<file path="config.mk">
export PLATFORM = sky130hd
export DESIGN_NAME = rap_pages
export DESIGN_NICKNAME = d
export VERILOG_FILES = /design/src/rap_pkg.sv /design/src/rap_pages.sv
export SDC_FILE = /design/constraint.sdc
export NUM_CORES = 1
export LEC_CHECK = 0
export ABC_AREA = 1
export BUFFER_PORTS_ARGS = -buffer_cell sky130_fd_sc_hd__buf_2
export CELL_PAD_IN_SITES_DETAIL_PLACEMENT = 2
export CELL_PAD_IN_SITES_GLOBAL_PLACEMENT = 2
export CORE_ASPECT_RATIO = 0.6
export CORE_UTILIZATION = 33
export CTS_CLUSTER_DIAMETER = 60
export DETAILED_ROUTE_END_ITERATION = 8
export HOLD_SLACK_MARGIN = 0.15
export PLACE_DENSITY = 0.77
export SYNTH_ARGS = -nofsm -noshare
export SYNTH_HDL_FRONTEND = slang
export SYNTH_SLANG_ARGS = --single-unit
</file>
<file path="constraint.sdc">
create_clock -name mclk_i -period 5.68 [get_ports mclk_i]
set_input_delay 0.568 -clock mclk_i [delete_from_list [all_inputs] [get_ports mclk_i]]
set_output_delay 0.568 -clock mclk_i [all_outputs]
set_load 0.05 [all_outputs]
</file>
<file path="src/rap_pkg.sv">
// ----------------------------------------------------------------------------
// Shared constants and types for the auxiliary register pages.
// ----------------------------------------------------------------------------
package rap_pkg;

  // Register addresses on the internal byte port.
  localparam logic [7:0] ADDR_RELOAD_LOW   = 8'h18;
  localparam logic [7:0] ADDR_RELOAD_HIGH  = 8'h19;
  localparam logic [7:0] ADDR_TEMPERATURE  = 8'h20;
  localparam logic [7:0] ADDR_NV_USER_0    = 8'h28;
  localparam logic [7:0] ADDR_NV_USER_1    = 8'h29;
  localparam logic [7:0] ADDR_NV_CONFIG    = 8'h30;
  localparam logic [7:0] ADDR_XTAL_OFFSET  = 8'h31;
  localparam logic [7:0] ADDR_XTAL_COEF    = 8'h32;
  localparam logic [7:0] ADDR_XTAL_TURN    = 8'h33;
  localparam logic [7:0] ADDR_SCRATCH_BASE = 8'h38;
  localparam logic [7:0] ADDR_SCRATCH_LAST = 8'h3f;

  // Field positions in the configuration byte and the crystal offset byte.
  localparam int CFG_TRICKLE_HI   = 7;
  localparam int CFG_TRICKLE_LO   = 4;
  localparam int CFG_FREQ_HI      = 3;
  localparam int CFG_FREQ_LO      = 2;
  localparam int CFG_THERMO_EN    = 1;
  localparam int CFG_SCAN_SEL     = 0;
  localparam int OFFSET_SIGN_BIT  = 7;

  // Implemented-bit masks; other bits read as zero.
  localparam logic [7:0] TURNOVER_MASK = 8'h3f;

  // Reset values before the non-volatile page is loaded.
  localparam logic [7:0] RESET_BYTE  = 8'h00;
  localparam logic [7:0] TEMP_OFFSET = 8'h3c;

  // Scan intervals in seconds.
  localparam int SCAN_FAST_S = 1;
  localparam int SCAN_SLOW_S = 16;

  // Power-up sequencing states.
  typedef enum logic [2:0] {
    PWR_WAIT = 3'b001,
    PWR_LOAD = 3'b010,
    PWR_RUN  = 3'b100
  } rap_pwr_e;

  // Host byte access.
  typedef struct packed {
    logic       rd;
    logic       wr;
    logic       busy;
    logic [7:0] addr;
    logic [7:0] wdata;
  } rap_host_s;

  // Decoded configuration fields.
  typedef struct packed {
    logic [3:0] trickle_res;
    logic [1:0] clock_output_pin_freq;
    logic       thermo_en;
    logic       scan_slow;
  } rap_cfg_s;

  // Compensation parameters.
  typedef struct packed {
    logic       offset_sign;
    logic [6:0] offset_mag;
    logic [7:0] quad_coef;
    logic [5:0] turnover_temp;
  } rap_comp_s;

endpackage : rap_pkg

</file>
<file path="src/rap_pages.sv">
// Operation
// - Timer reload is a 16-bit value, low byte 18h, high byte 19h.
// - Temperature byte is degrees plus 60, one degree per step.
// - Temperature is cached during a bus access so updates cannot corrupt it.
// - Host writes temperature only while thermometer is disabled.
// - Two non-volatile user bytes at 28h and 29h.
// - Config bits 7..4 enable the 80k, 20k, 5k and 1.5k resistors.
// - Config bits 3..2 select one of four clock output frequencies.
// - Config bit 1 enables the thermometer.
// - Config bit 0 selects 1 s or 16 s temperature scan interval.
// - Crystal offset magnitude sits in bits 6..0, range 0 to 121.
// - Crystal offset bit 7 is the sign, one meaning faster.
// - Crystal coefficient is an 8-bit unsigned quadratic drift value.
// - Turnover temperature in bits 5..0; bits 7..6 unused.
// - Eight volatile user bytes at 38h through 3Fh.
// - Backup supply disables the host interface and clock output.
// - Interrupt stays functional on backup; trickle charge is off.
// - Trickle charge only with a resistor selected, off at switchover.
// - Interrupt on either low-supply threshold only when enabled.
// - Unimplemented bit positions read as zero.
// - After power-up the configuration page loads from non-volatile storage.
// - Below threshold one, thermometer stops and last reading is kept.
`timescale 1ns/10ps

module rap_pages #(
  parameter int SCRATCH_DEPTH = 8                          // Volatile user bytes.
) (
  input  wire logic               mclk_i,                 // 20 MHz clock.
  input  wire logic               sys_rst_i,              // Async reset, high.
  input  wire rap_pkg::rap_host_s host_i,                 // Host byte access.
  output logic [7:0]              rdata_o,                // Read data.
  input  wire logic               backup_mode_i,          // Pin: on backup supply.
  input  wire logic               low_one_i,              // Pin: below threshold one.
  input  wire logic               low_two_i,              // Pin: below threshold two.
  input  wire logic               low_one_int_en_i,       // Threshold one irq enable.
  input  wire logic               low_two_int_en_i,       // Threshold two irq enable.
  input  wire logic               other_irq_i,            // Other interrupt sources.
  input  wire logic               supply_ok_i,            // Pin: supply adequate.
  input  wire logic               nv_load_i,              // Page word valid.
  input  wire logic [39:0]        nv_page_i,              // Stored page, 30h at LSB.
  input  wire logic               temp_valid_i,           // Measurement strobe.
  input  wire logic [7:0]         temp_code_i,            // Measured code.
  output logic                    nv_load_req_o,          // Request page load.
  output logic                    ready_o,                // Fully functional.
  output logic [15:0]             reload_o,               // Timer reload value.
  output rap_pkg::rap_cfg_s       cfg_o,                  // Config fields.
  output rap_pkg::rap_comp_s      comp_o,                 // Compensation values.
  output logic [3:0]              trickle_en_o,           // Resistor switches.
  output logic                    clock_output_pin_en_o,            // Clock output enable.
  output logic                    thermo_run_o,           // Thermometer running.
  output logic                    scan_slow_o,            // 16 s interval chosen.
  output logic                    irq_n_o                 // Interrupt, active low.
);

  // --------------------------------------------------------------------------
  // Pin synchronisers
  // --------------------------------------------------------------------------

  // Three stages; a change counts once stages two and three agree.
  logic [2:0] bk_sync;
  logic [2:0] l1_sync;
  logic [2:0] l2_sync;
  logic [2:0] ok_sync;
  logic       backup;
  logic       low_one;
  logic       low_two;
  logic       supply_ok;

  always_ff @(posedge mclk_i or posedge sys_rst_i)
  begin
    if (sys_rst_i)
    begin
      bk_sync <= 3'h0;
      l1_sync <= 3'h0;
      l2_sync <= 3'h0;
      ok_sync <= 3'h0;
    end
    else
    begin
      bk_sync <= {bk_sync[1:0], backup_mode_i};
      l1_sync <= {l1_sync[1:0], low_one_i};
      l2_sync <= {l2_sync[1:0], low_two_i};
      ok_sync <= {ok_sync[1:0], supply_ok_i};
    end
  end

  // Filtered levels update only when the last two stages agree.
  always_ff @(posedge mclk_i or posedge sys_rst_i)
  begin
    if (sys_rst_i)
    begin
      backup    <= 1'b0;
      low_one   <= 1'b0;
      low_two   <= 1'b0;
      supply_ok <= 1'b0;
    end
    else
    begin
      if (bk_sync[1] == bk_sync[2])
        backup <= bk_sync[2];
      if (l1_sync[1] == l1_sync[2])
        low_one <= l1_sync[2];
      if (l2_sync[1] == l2_sync[2])
        low_two <= l2_sync[2];
      if (ok_sync[1] == ok_sync[2])
        supply_ok <= ok_sync[2];
    end
  end

  // --------------------------------------------------------------------------
  // Power-up sequencing
  // --------------------------------------------------------------------------

  rap_pkg::rap_pwr_e pwr_state;

  always_ff @(posedge mclk_i or posedge sys_rst_i)
  begin
    if (sys_rst_i)
      pwr_state <= rap_pkg::PWR_WAIT;
    else
    begin
      unique case (pwr_state)
        rap_pkg::PWR_WAIT:
          if (supply_ok)
            pwr_state <= rap_pkg::PWR_LOAD;
        rap_pkg::PWR_LOAD:
          if (nv_load_i)
            pwr_state <= rap_pkg::PWR_RUN;
        rap_pkg::PWR_RUN:
          pwr_state <= rap_pkg::PWR_RUN;
      endcase
    end
  end

  logic loading;
  logic running;
  assign loading       = (pwr_state == rap_pkg::PWR_LOAD) && nv_load_i;
  assign running       = (pwr_state == rap_pkg::PWR_RUN);
  assign nv_load_req_o = (pwr_state == rap_pkg::PWR_LOAD);
  assign ready_o       = running;

  // --------------------------------------------------------------------------
  // Host access qualification
  // --------------------------------------------------------------------------

  logic host_ok;
  logic wr_en;
  assign host_ok = running && !backup;
  assign wr_en   = host_ok && host_i.wr;

  // Write strobe for a given address.
  function automatic logic hit(input logic [7:0] a);
    hit = wr_en && (host_i.addr == a);
  endfunction : hit

  // --------------------------------------------------------------------------
  // Timer reload bytes
  // --------------------------------------------------------------------------

  logic [7:0] reload_low;
  logic [7:0] reload_high;

  always_ff @(posedge mclk_i or posedge sys_rst_i)
  begin
    if (sys_rst_i)
    begin
      reload_low  <= rap_pkg::RESET_BYTE;
      reload_high <= rap_pkg::RESET_BYTE;
    end
    else
    begin
      if (hit(rap_pkg::ADDR_RELOAD_LOW))
        reload_low <= host_i.wdata;
      if (hit(rap_pkg::ADDR_RELOAD_HIGH))
        reload_high <= host_i.wdata;
    end
  end

  assign reload_o = {reload_high, reload_low};

  // --------------------------------------------------------------------------
  // Non-volatile configuration page and user bytes
  // --------------------------------------------------------------------------

  logic [7:0] nv_config;
  logic [7:0] xtal_offset;
  logic [7:0] xtal_coef;
  logic [7:0] xtal_turn;
  logic [7:0] nv_user [2];

  // Page loads at power-up; later host writes overwrite the image.
  always_ff @(posedge mclk_i or posedge sys_rst_i)
  begin
    if (sys_rst_i)
    begin
      nv_config   <= rap_pkg::RESET_BYTE;
      xtal_offset <= rap_pkg::RESET_BYTE;
      xtal_coef   <= rap_pkg::RESET_BYTE;
      xtal_turn   <= rap_pkg::RESET_BYTE;
    end
    else if (loading)
    begin
      nv_config   <= nv_page_i[7:0];
      xtal_offset <= nv_page_i[15:8];
      xtal_coef   <= nv_page_i[23:16];
      xtal_turn   <= nv_page_i[31:24] & rap_pkg::TURNOVER_MASK;
    end
    else
    begin
      if (hit(rap_pkg::ADDR_NV_CONFIG))
        nv_config <= host_i.wdata;
      if (hit(rap_pkg::ADDR_XTAL_OFFSET))
        xtal_offset <= host_i.wdata;
      if (hit(rap_pkg::ADDR_XTAL_COEF))
        xtal_coef <= host_i.wdata;
      if (hit(rap_pkg::ADDR_XTAL_TURN))
        xtal_turn <= host_i.wdata & rap_pkg::TURNOVER_MASK;
    end
  end

  always_ff @(posedge mclk_i or posedge sys_rst_i)
  begin
    if (sys_rst_i)
    begin
      nv_user[0] <= rap_pkg::RESET_BYTE;
      nv_user[1] <= rap_pkg::RESET_BYTE;
    end
    else
    begin
      if (hit(rap_pkg::ADDR_NV_USER_0))
        nv_user[0] <= host_i.wdata;
      if (hit(rap_pkg::ADDR_NV_USER_1))
        nv_user[1] <= host_i.wdata;
    end
  end

  // Field decode of the configuration byte.
  always_comb
  begin
    cfg_o.trickle_res = nv_config[rap_pkg::CFG_TRICKLE_HI:rap_pkg::CFG_TRICKLE_LO];
    cfg_o.clock_output_pin_freq = nv_config[rap_pkg::CFG_FREQ_HI:rap_pkg::CFG_FREQ_LO];
    cfg_o.thermo_en   = nv_config[rap_pkg::CFG_THERMO_EN];
    cfg_o.scan_slow   = nv_config[rap_pkg::CFG_SCAN_SEL];
  end

  assign comp_o.offset_sign   = xtal_offset[rap_pkg::OFFSET_SIGN_BIT];
  assign comp_o.offset_mag    = xtal_offset[6:0];
  assign comp_o.quad_coef     = xtal_coef;
  assign comp_o.turnover_temp = xtal_turn[5:0];
  assign scan_slow_o          = cfg_o.scan_slow;

  // --------------------------------------------------------------------------
  // Temperature register and cache
  // --------------------------------------------------------------------------

  logic [7:0] temp_value;
  logic [7:0] temp_cache;

  assign thermo_run_o = running && cfg_o.thermo_en && !low_one;

  // offset-60 code from the sensor; cleared to 0 degrees at reset.
  // host write only with thermometer disabled
  always_ff @(posedge mclk_i or posedge sys_rst_i)
  begin
    if (sys_rst_i)
      temp_value <= rap_pkg::TEMP_OFFSET;
    else if (cfg_o.thermo_en)
    begin
      if (thermo_run_o && temp_valid_i)
        temp_value <= temp_code_i;
    end
    else if (hit(rap_pkg::ADDR_TEMPERATURE))
      temp_value <= host_i.wdata;
  end

  always_ff @(posedge mclk_i or posedge sys_rst_i)
  begin
    if (sys_rst_i)
      temp_cache <= rap_pkg::TEMP_OFFSET;
    else if (!host_i.busy)
      temp_cache <= temp_value;
  end

  // --------------------------------------------------------------------------
  // Volatile scratch bytes
  // --------------------------------------------------------------------------

  logic [7:0] scratch [SCRATCH_DEPTH];

  always_ff @(posedge mclk_i or posedge sys_rst_i)
  begin
    if (sys_rst_i)
    begin
      for (int i = 0; i < SCRATCH_DEPTH; i++)
        scratch[i] <= rap_pkg::RESET_BYTE;
    end
    else if (wr_en && host_i.addr >= rap_pkg::ADDR_SCRATCH_BASE
             && host_i.addr <= rap_pkg::ADDR_SCRATCH_LAST)
      scratch[host_i.addr[2:0]] <= host_i.wdata;
  end

  // --------------------------------------------------------------------------
  // Read path
  // --------------------------------------------------------------------------

  logic [7:0] next_rdata;

  // unmapped and unused bits read zero
  always_comb
  begin
    next_rdata = 8'h00;
    if (host_i.addr >= rap_pkg::ADDR_SCRATCH_BASE
        && host_i.addr <= rap_pkg::ADDR_SCRATCH_LAST)
      next_rdata = scratch[host_i.addr[2:0]];
    else
    begin
      unique case (host_i.addr)
        rap_pkg::ADDR_RELOAD_LOW:  next_rdata = reload_low;
        rap_pkg::ADDR_RELOAD_HIGH: next_rdata = reload_high;
        rap_pkg::ADDR_TEMPERATURE: next_rdata = temp_cache;
        rap_pkg::ADDR_NV_USER_0:   next_rdata = nv_user[0];
        rap_pkg::ADDR_NV_USER_1:   next_rdata = nv_user[1];
        rap_pkg::ADDR_NV_CONFIG:   next_rdata = nv_config;
        rap_pkg::ADDR_XTAL_OFFSET: next_rdata = xtal_offset;
        rap_pkg::ADDR_XTAL_COEF:   next_rdata = xtal_coef;
        rap_pkg::ADDR_XTAL_TURN:   next_rdata = xtal_turn & rap_pkg::TURNOVER_MASK;
        default:                   next_rdata = 8'h00;
      endcase
    end
  end

  // Data is registered; a blocked interface keeps the last read data.
  always_ff @(posedge mclk_i or posedge sys_rst_i)
  begin
    if (sys_rst_i)
      rdata_o <= 8'h00;
    else if (host_ok && host_i.rd)
      rdata_o <= next_rdata;
  end

  // --------------------------------------------------------------------------
  // Supply-mode gating of outputs
  // --------------------------------------------------------------------------

  // charge only with resistor chosen, off on switchover
  always_ff @(posedge mclk_i or posedge sys_rst_i)
  begin
    if (sys_rst_i)
      trickle_en_o <= 4'h0;
    else if (backup || !running)
      trickle_en_o <= 4'h0;
    else
      trickle_en_o <= cfg_o.trickle_res;
  end

  always_ff @(posedge mclk_i or posedge sys_rst_i)
  begin
    if (sys_rst_i)
      clock_output_pin_en_o <= 1'b0;
    else
      clock_output_pin_en_o <= running && !backup;
  end

  // interrupt not gated by backup mode
  always_ff @(posedge mclk_i or posedge sys_rst_i)
  begin
    if (sys_rst_i)
      irq_n_o <= 1'b1;
    else
      irq_n_o <= !((low_one && low_one_int_en_i) || (low_two && low_two_int_en_i)
                   || other_irq_i);
  end

endmodule : rap_pages

</file>
==> results.cfg <==
[sta]
rsz0062_at_grt = no
clock.fmax_mhz = 353
timing.final.crit_period_ns = 2.83
final.setup.tns_ns = 0
worst_pin_slew_ns = 1.02
max-slew-margin-rel_pct = 32.1
hold_ws_ns = 0.209
clock-skew-final_ns = 0.0104
final-max-slew-violation-count = 0
layout_worst_path_cycle_share_pct = 49.8
hold_violations = 0
setup_slack_ns = 2.85
final-setup-viol-count = 0

[run]
maxCapViolCount = 0

[floorplan]
core.rowCount = 45
floorplan.core_area_sq_um = 25700
die_w_um = 213
initial_core_util_pct = 34.2
io_pins = 142
y_dimension_of_the_die_um = 129
fp.dieArea_sq_um = 27400

[power]
cell_internal_pwr_uw = 2440
p_seq_share_pct = 39.5
power_density_nw_per_um2 = 421
p_clk_share_pct = 28.9
p_sw_uw = 1870
swShare_pct = 43.3
peakVddDrop_v = 0.000268
share_of_power_burned_in_combinational_logic_pct = 31.6
p_leak_uw = 0.00522

[critical_path]
crit_arrival_ns = 3.22
worst-setup-path-type = flop to flop
worstPathMaxFanout = 32
worst_setup_path_end_kind = flop
required_ns = 6.07
setup_crit_start_kind = flop

[finish]
final_cell_mix = nand2_1 (233), inv_1 (183), dfrtp_1 (165), nor2_1 (141), buf_2 (131)
final_area_sq_um = 10300
count_of_filler_cells_inserted_in_the_layout = 3004
instances_no_fill = 1571
final_common_cell = nand2_1
layout-drive-gt1-share_pct = 19.0
insertedDiodeCount = 0
multi_input_area_sq_um = 3410
final_nets = 1284
areaGrowthSynthToFinish_pct = 16.3
layout.area.seq_sq_um = 4390

[clock_tree]
clock_sinks = 175
tritoncts = built
htree_levels = 4
cts.repair.resized = 0
cts_root_buf = clkbuf_16
cts.clk_slew.worst_paths_ns = 0.08
cts_inserted_buffers = 17
insertion_delay_of_the_later_clocked_pin_in_the_worst_skew_pair_ns = 0.46
cts.path.max_buffers = 2
post_cts_hold_buffer_count = 0
post_cts.repair.setup_buffers = 0

[place]
placed_cell_area_sq_um = 9650
dp.cells = 1539
post-place-ws_ns = 2.85
gp_congestion = 0.818
place.detailed.hpwl_mm = 23.4
io_buffers = 131

[yosys]
post_synth_inst_count = 1100
sequential_cell_area_fraction_in_the_yosys_report_pct = 49.8
synth.ff_latch_count = 175
synth_cell_types = 35
synth_fp_nets = 1178
synth.cell_area_sq_um = 8810
synth_area_per_cell_sq_um = 8.01
synthesis.yosys.warnings = 0

[global_route]
antenna_found_initial = 0
gr-usage-all-layers_pct = 25.0
largest_net_degree_at_the_start_of_global_routing = 97
global_route_wire_length_before_repair_mm = 50.5
grt_pass1_vias = 8295
grt_overflow_total = 0

[drt]
drtIter0Drc = 484
number_of_remaining_drc_errors = 0
vias = 7842
routed_wire_length_per_instance_um = 20.6
vias_per_cell = 4.99
routed_wirelength_mm = 32.3
drtAntennaViolNets = 0
firstDrtPassIters = 5

[min_path]
path_category_of_the_worst_min_delay_check = input port to flop

[outcome]
run_status = complete, no violations
## state kept, by name, summed over array words and instances (netlist names)
signal                 cells
reload_high                8
low_two                    1
xtal_turn                  6
reload_low                 8
low_one                    1
l1_sync                    3
pwr_state                  3
nv_user                   16
scratch                   64
xtal_offset                8
xtal_coef                  8
ok_sync                    3
cfg_o                      8
temp_cache                 8
clock_output_pin_en_o      1
supply_ok                  1
bk_sync                    3
l2_sync                    3
backup                     1
irq_n_o                    1
temp_value                 8
trickle_en_o               4
rdata_o                    8
## Yosys cell counts, drive strengths merged
cell,count,area [sq um]
or2,8,50.1
nand3,114,616
o21ai,127,658
maj3,4,40.0
nor2,157,721
inv,186,703
a211oi,1,7.51
nand4,13,171
a21oi,2,10.0
dfrtp,165,4130
dfstp,10,263
a31oi,16,113
nand2,245,1000
buf,36,260
clkinv,1,3.75
a221oi,1,8.76
nor3,1,5.00
nor4,1,6.26
clkbuf,12,45.0
## per-layer routing
| layer | routed length [um] | up-vias | track usage [%] |
|---|---|---|---|
| li1 | - | 3639 | - |
| met3 | 1370 | 22 | 4.15 |
| met1 | 17000 | 4011 | 38.8 |
| met4 | 274 | 0 | 4.95 |
| met2 | 13600 | 170 | 36.2 |
| met5 | 0 | - | 0 |
## area by class of cell
| class | instances | share of cell area [%] |
|---|---|---|
| Sequential cell | 175 | 42.8 |
| Tap cell | 352 | 4.30 |
| Clock inverter | 15 | 1.70 |
| Inverter | 187 | 6.94 |
| Clock buffer | 17 | 4.15 |
| Timing Repair Buffer | 135 | 6.81 |
| Multi-Input combinational cell | 690 | 33.3 |
## power by group through the flow
stage	sequential, uW	combinational (uW)	clock [uW]
floorplan	2100	526	0
global placement	1710	1320	0
finish	1700	1360	1250
global route	1720	1460	1310
detailed placement	1720	1360	0
CTS	1700	1380	1270
## per-stage QoR
step,total power [uW],utilization [%]
final,4310,39.8
after global routing,4490,39.8
after CTS,4340,39.8
after detailed placement,3080,37.5
after global placement,3030,37.5
after floorplan,2630,-
## logic make-up (layout without fill, tap and decap cells)
group,count (synthesis),count (layout),synth area share [%]
buffers and inverters,235,354,11.5
and+or+nand+nor,539,539,29.2
DFF,175,175,49.8
adders and majority gates,4,4,0.454
AOI/OAI and AO/OA,147,147,9.05
## worst max-delay path, cell delays in order (launching register included)
cell and delay [ns]:
dfstp_2 0.53, inv_1 0.05, nand3_1 0.12, inv_1 0.08
nand2_1 0.51, inv_1 0.67, nor2_2 0.56, nand2_1 0.12
nand3_1 0.10
## worst paths after layout
kind / from / end / slack, ns / cells after the start
worst min-delay path: supply_ok_i / ok_sync[0] / 0.21 / 1
min in group asynchronous: sys_rst_i / ok_sync[0] / 0.22 / 2
max in group asynchronous: sys_rst_i / temp_value[2] / 4.39 / 3
worst min register to register: l1_sync[0] / l1_sync[1] / 0.35 / 0
worst max-delay path: pwr_state[0] / xtal_coef[3] / 2.85 / 8
worst max register to register: pwr_state[0] / xtal_coef[3] / 2.85 / 8
Power figures use the tool's default switching activity.
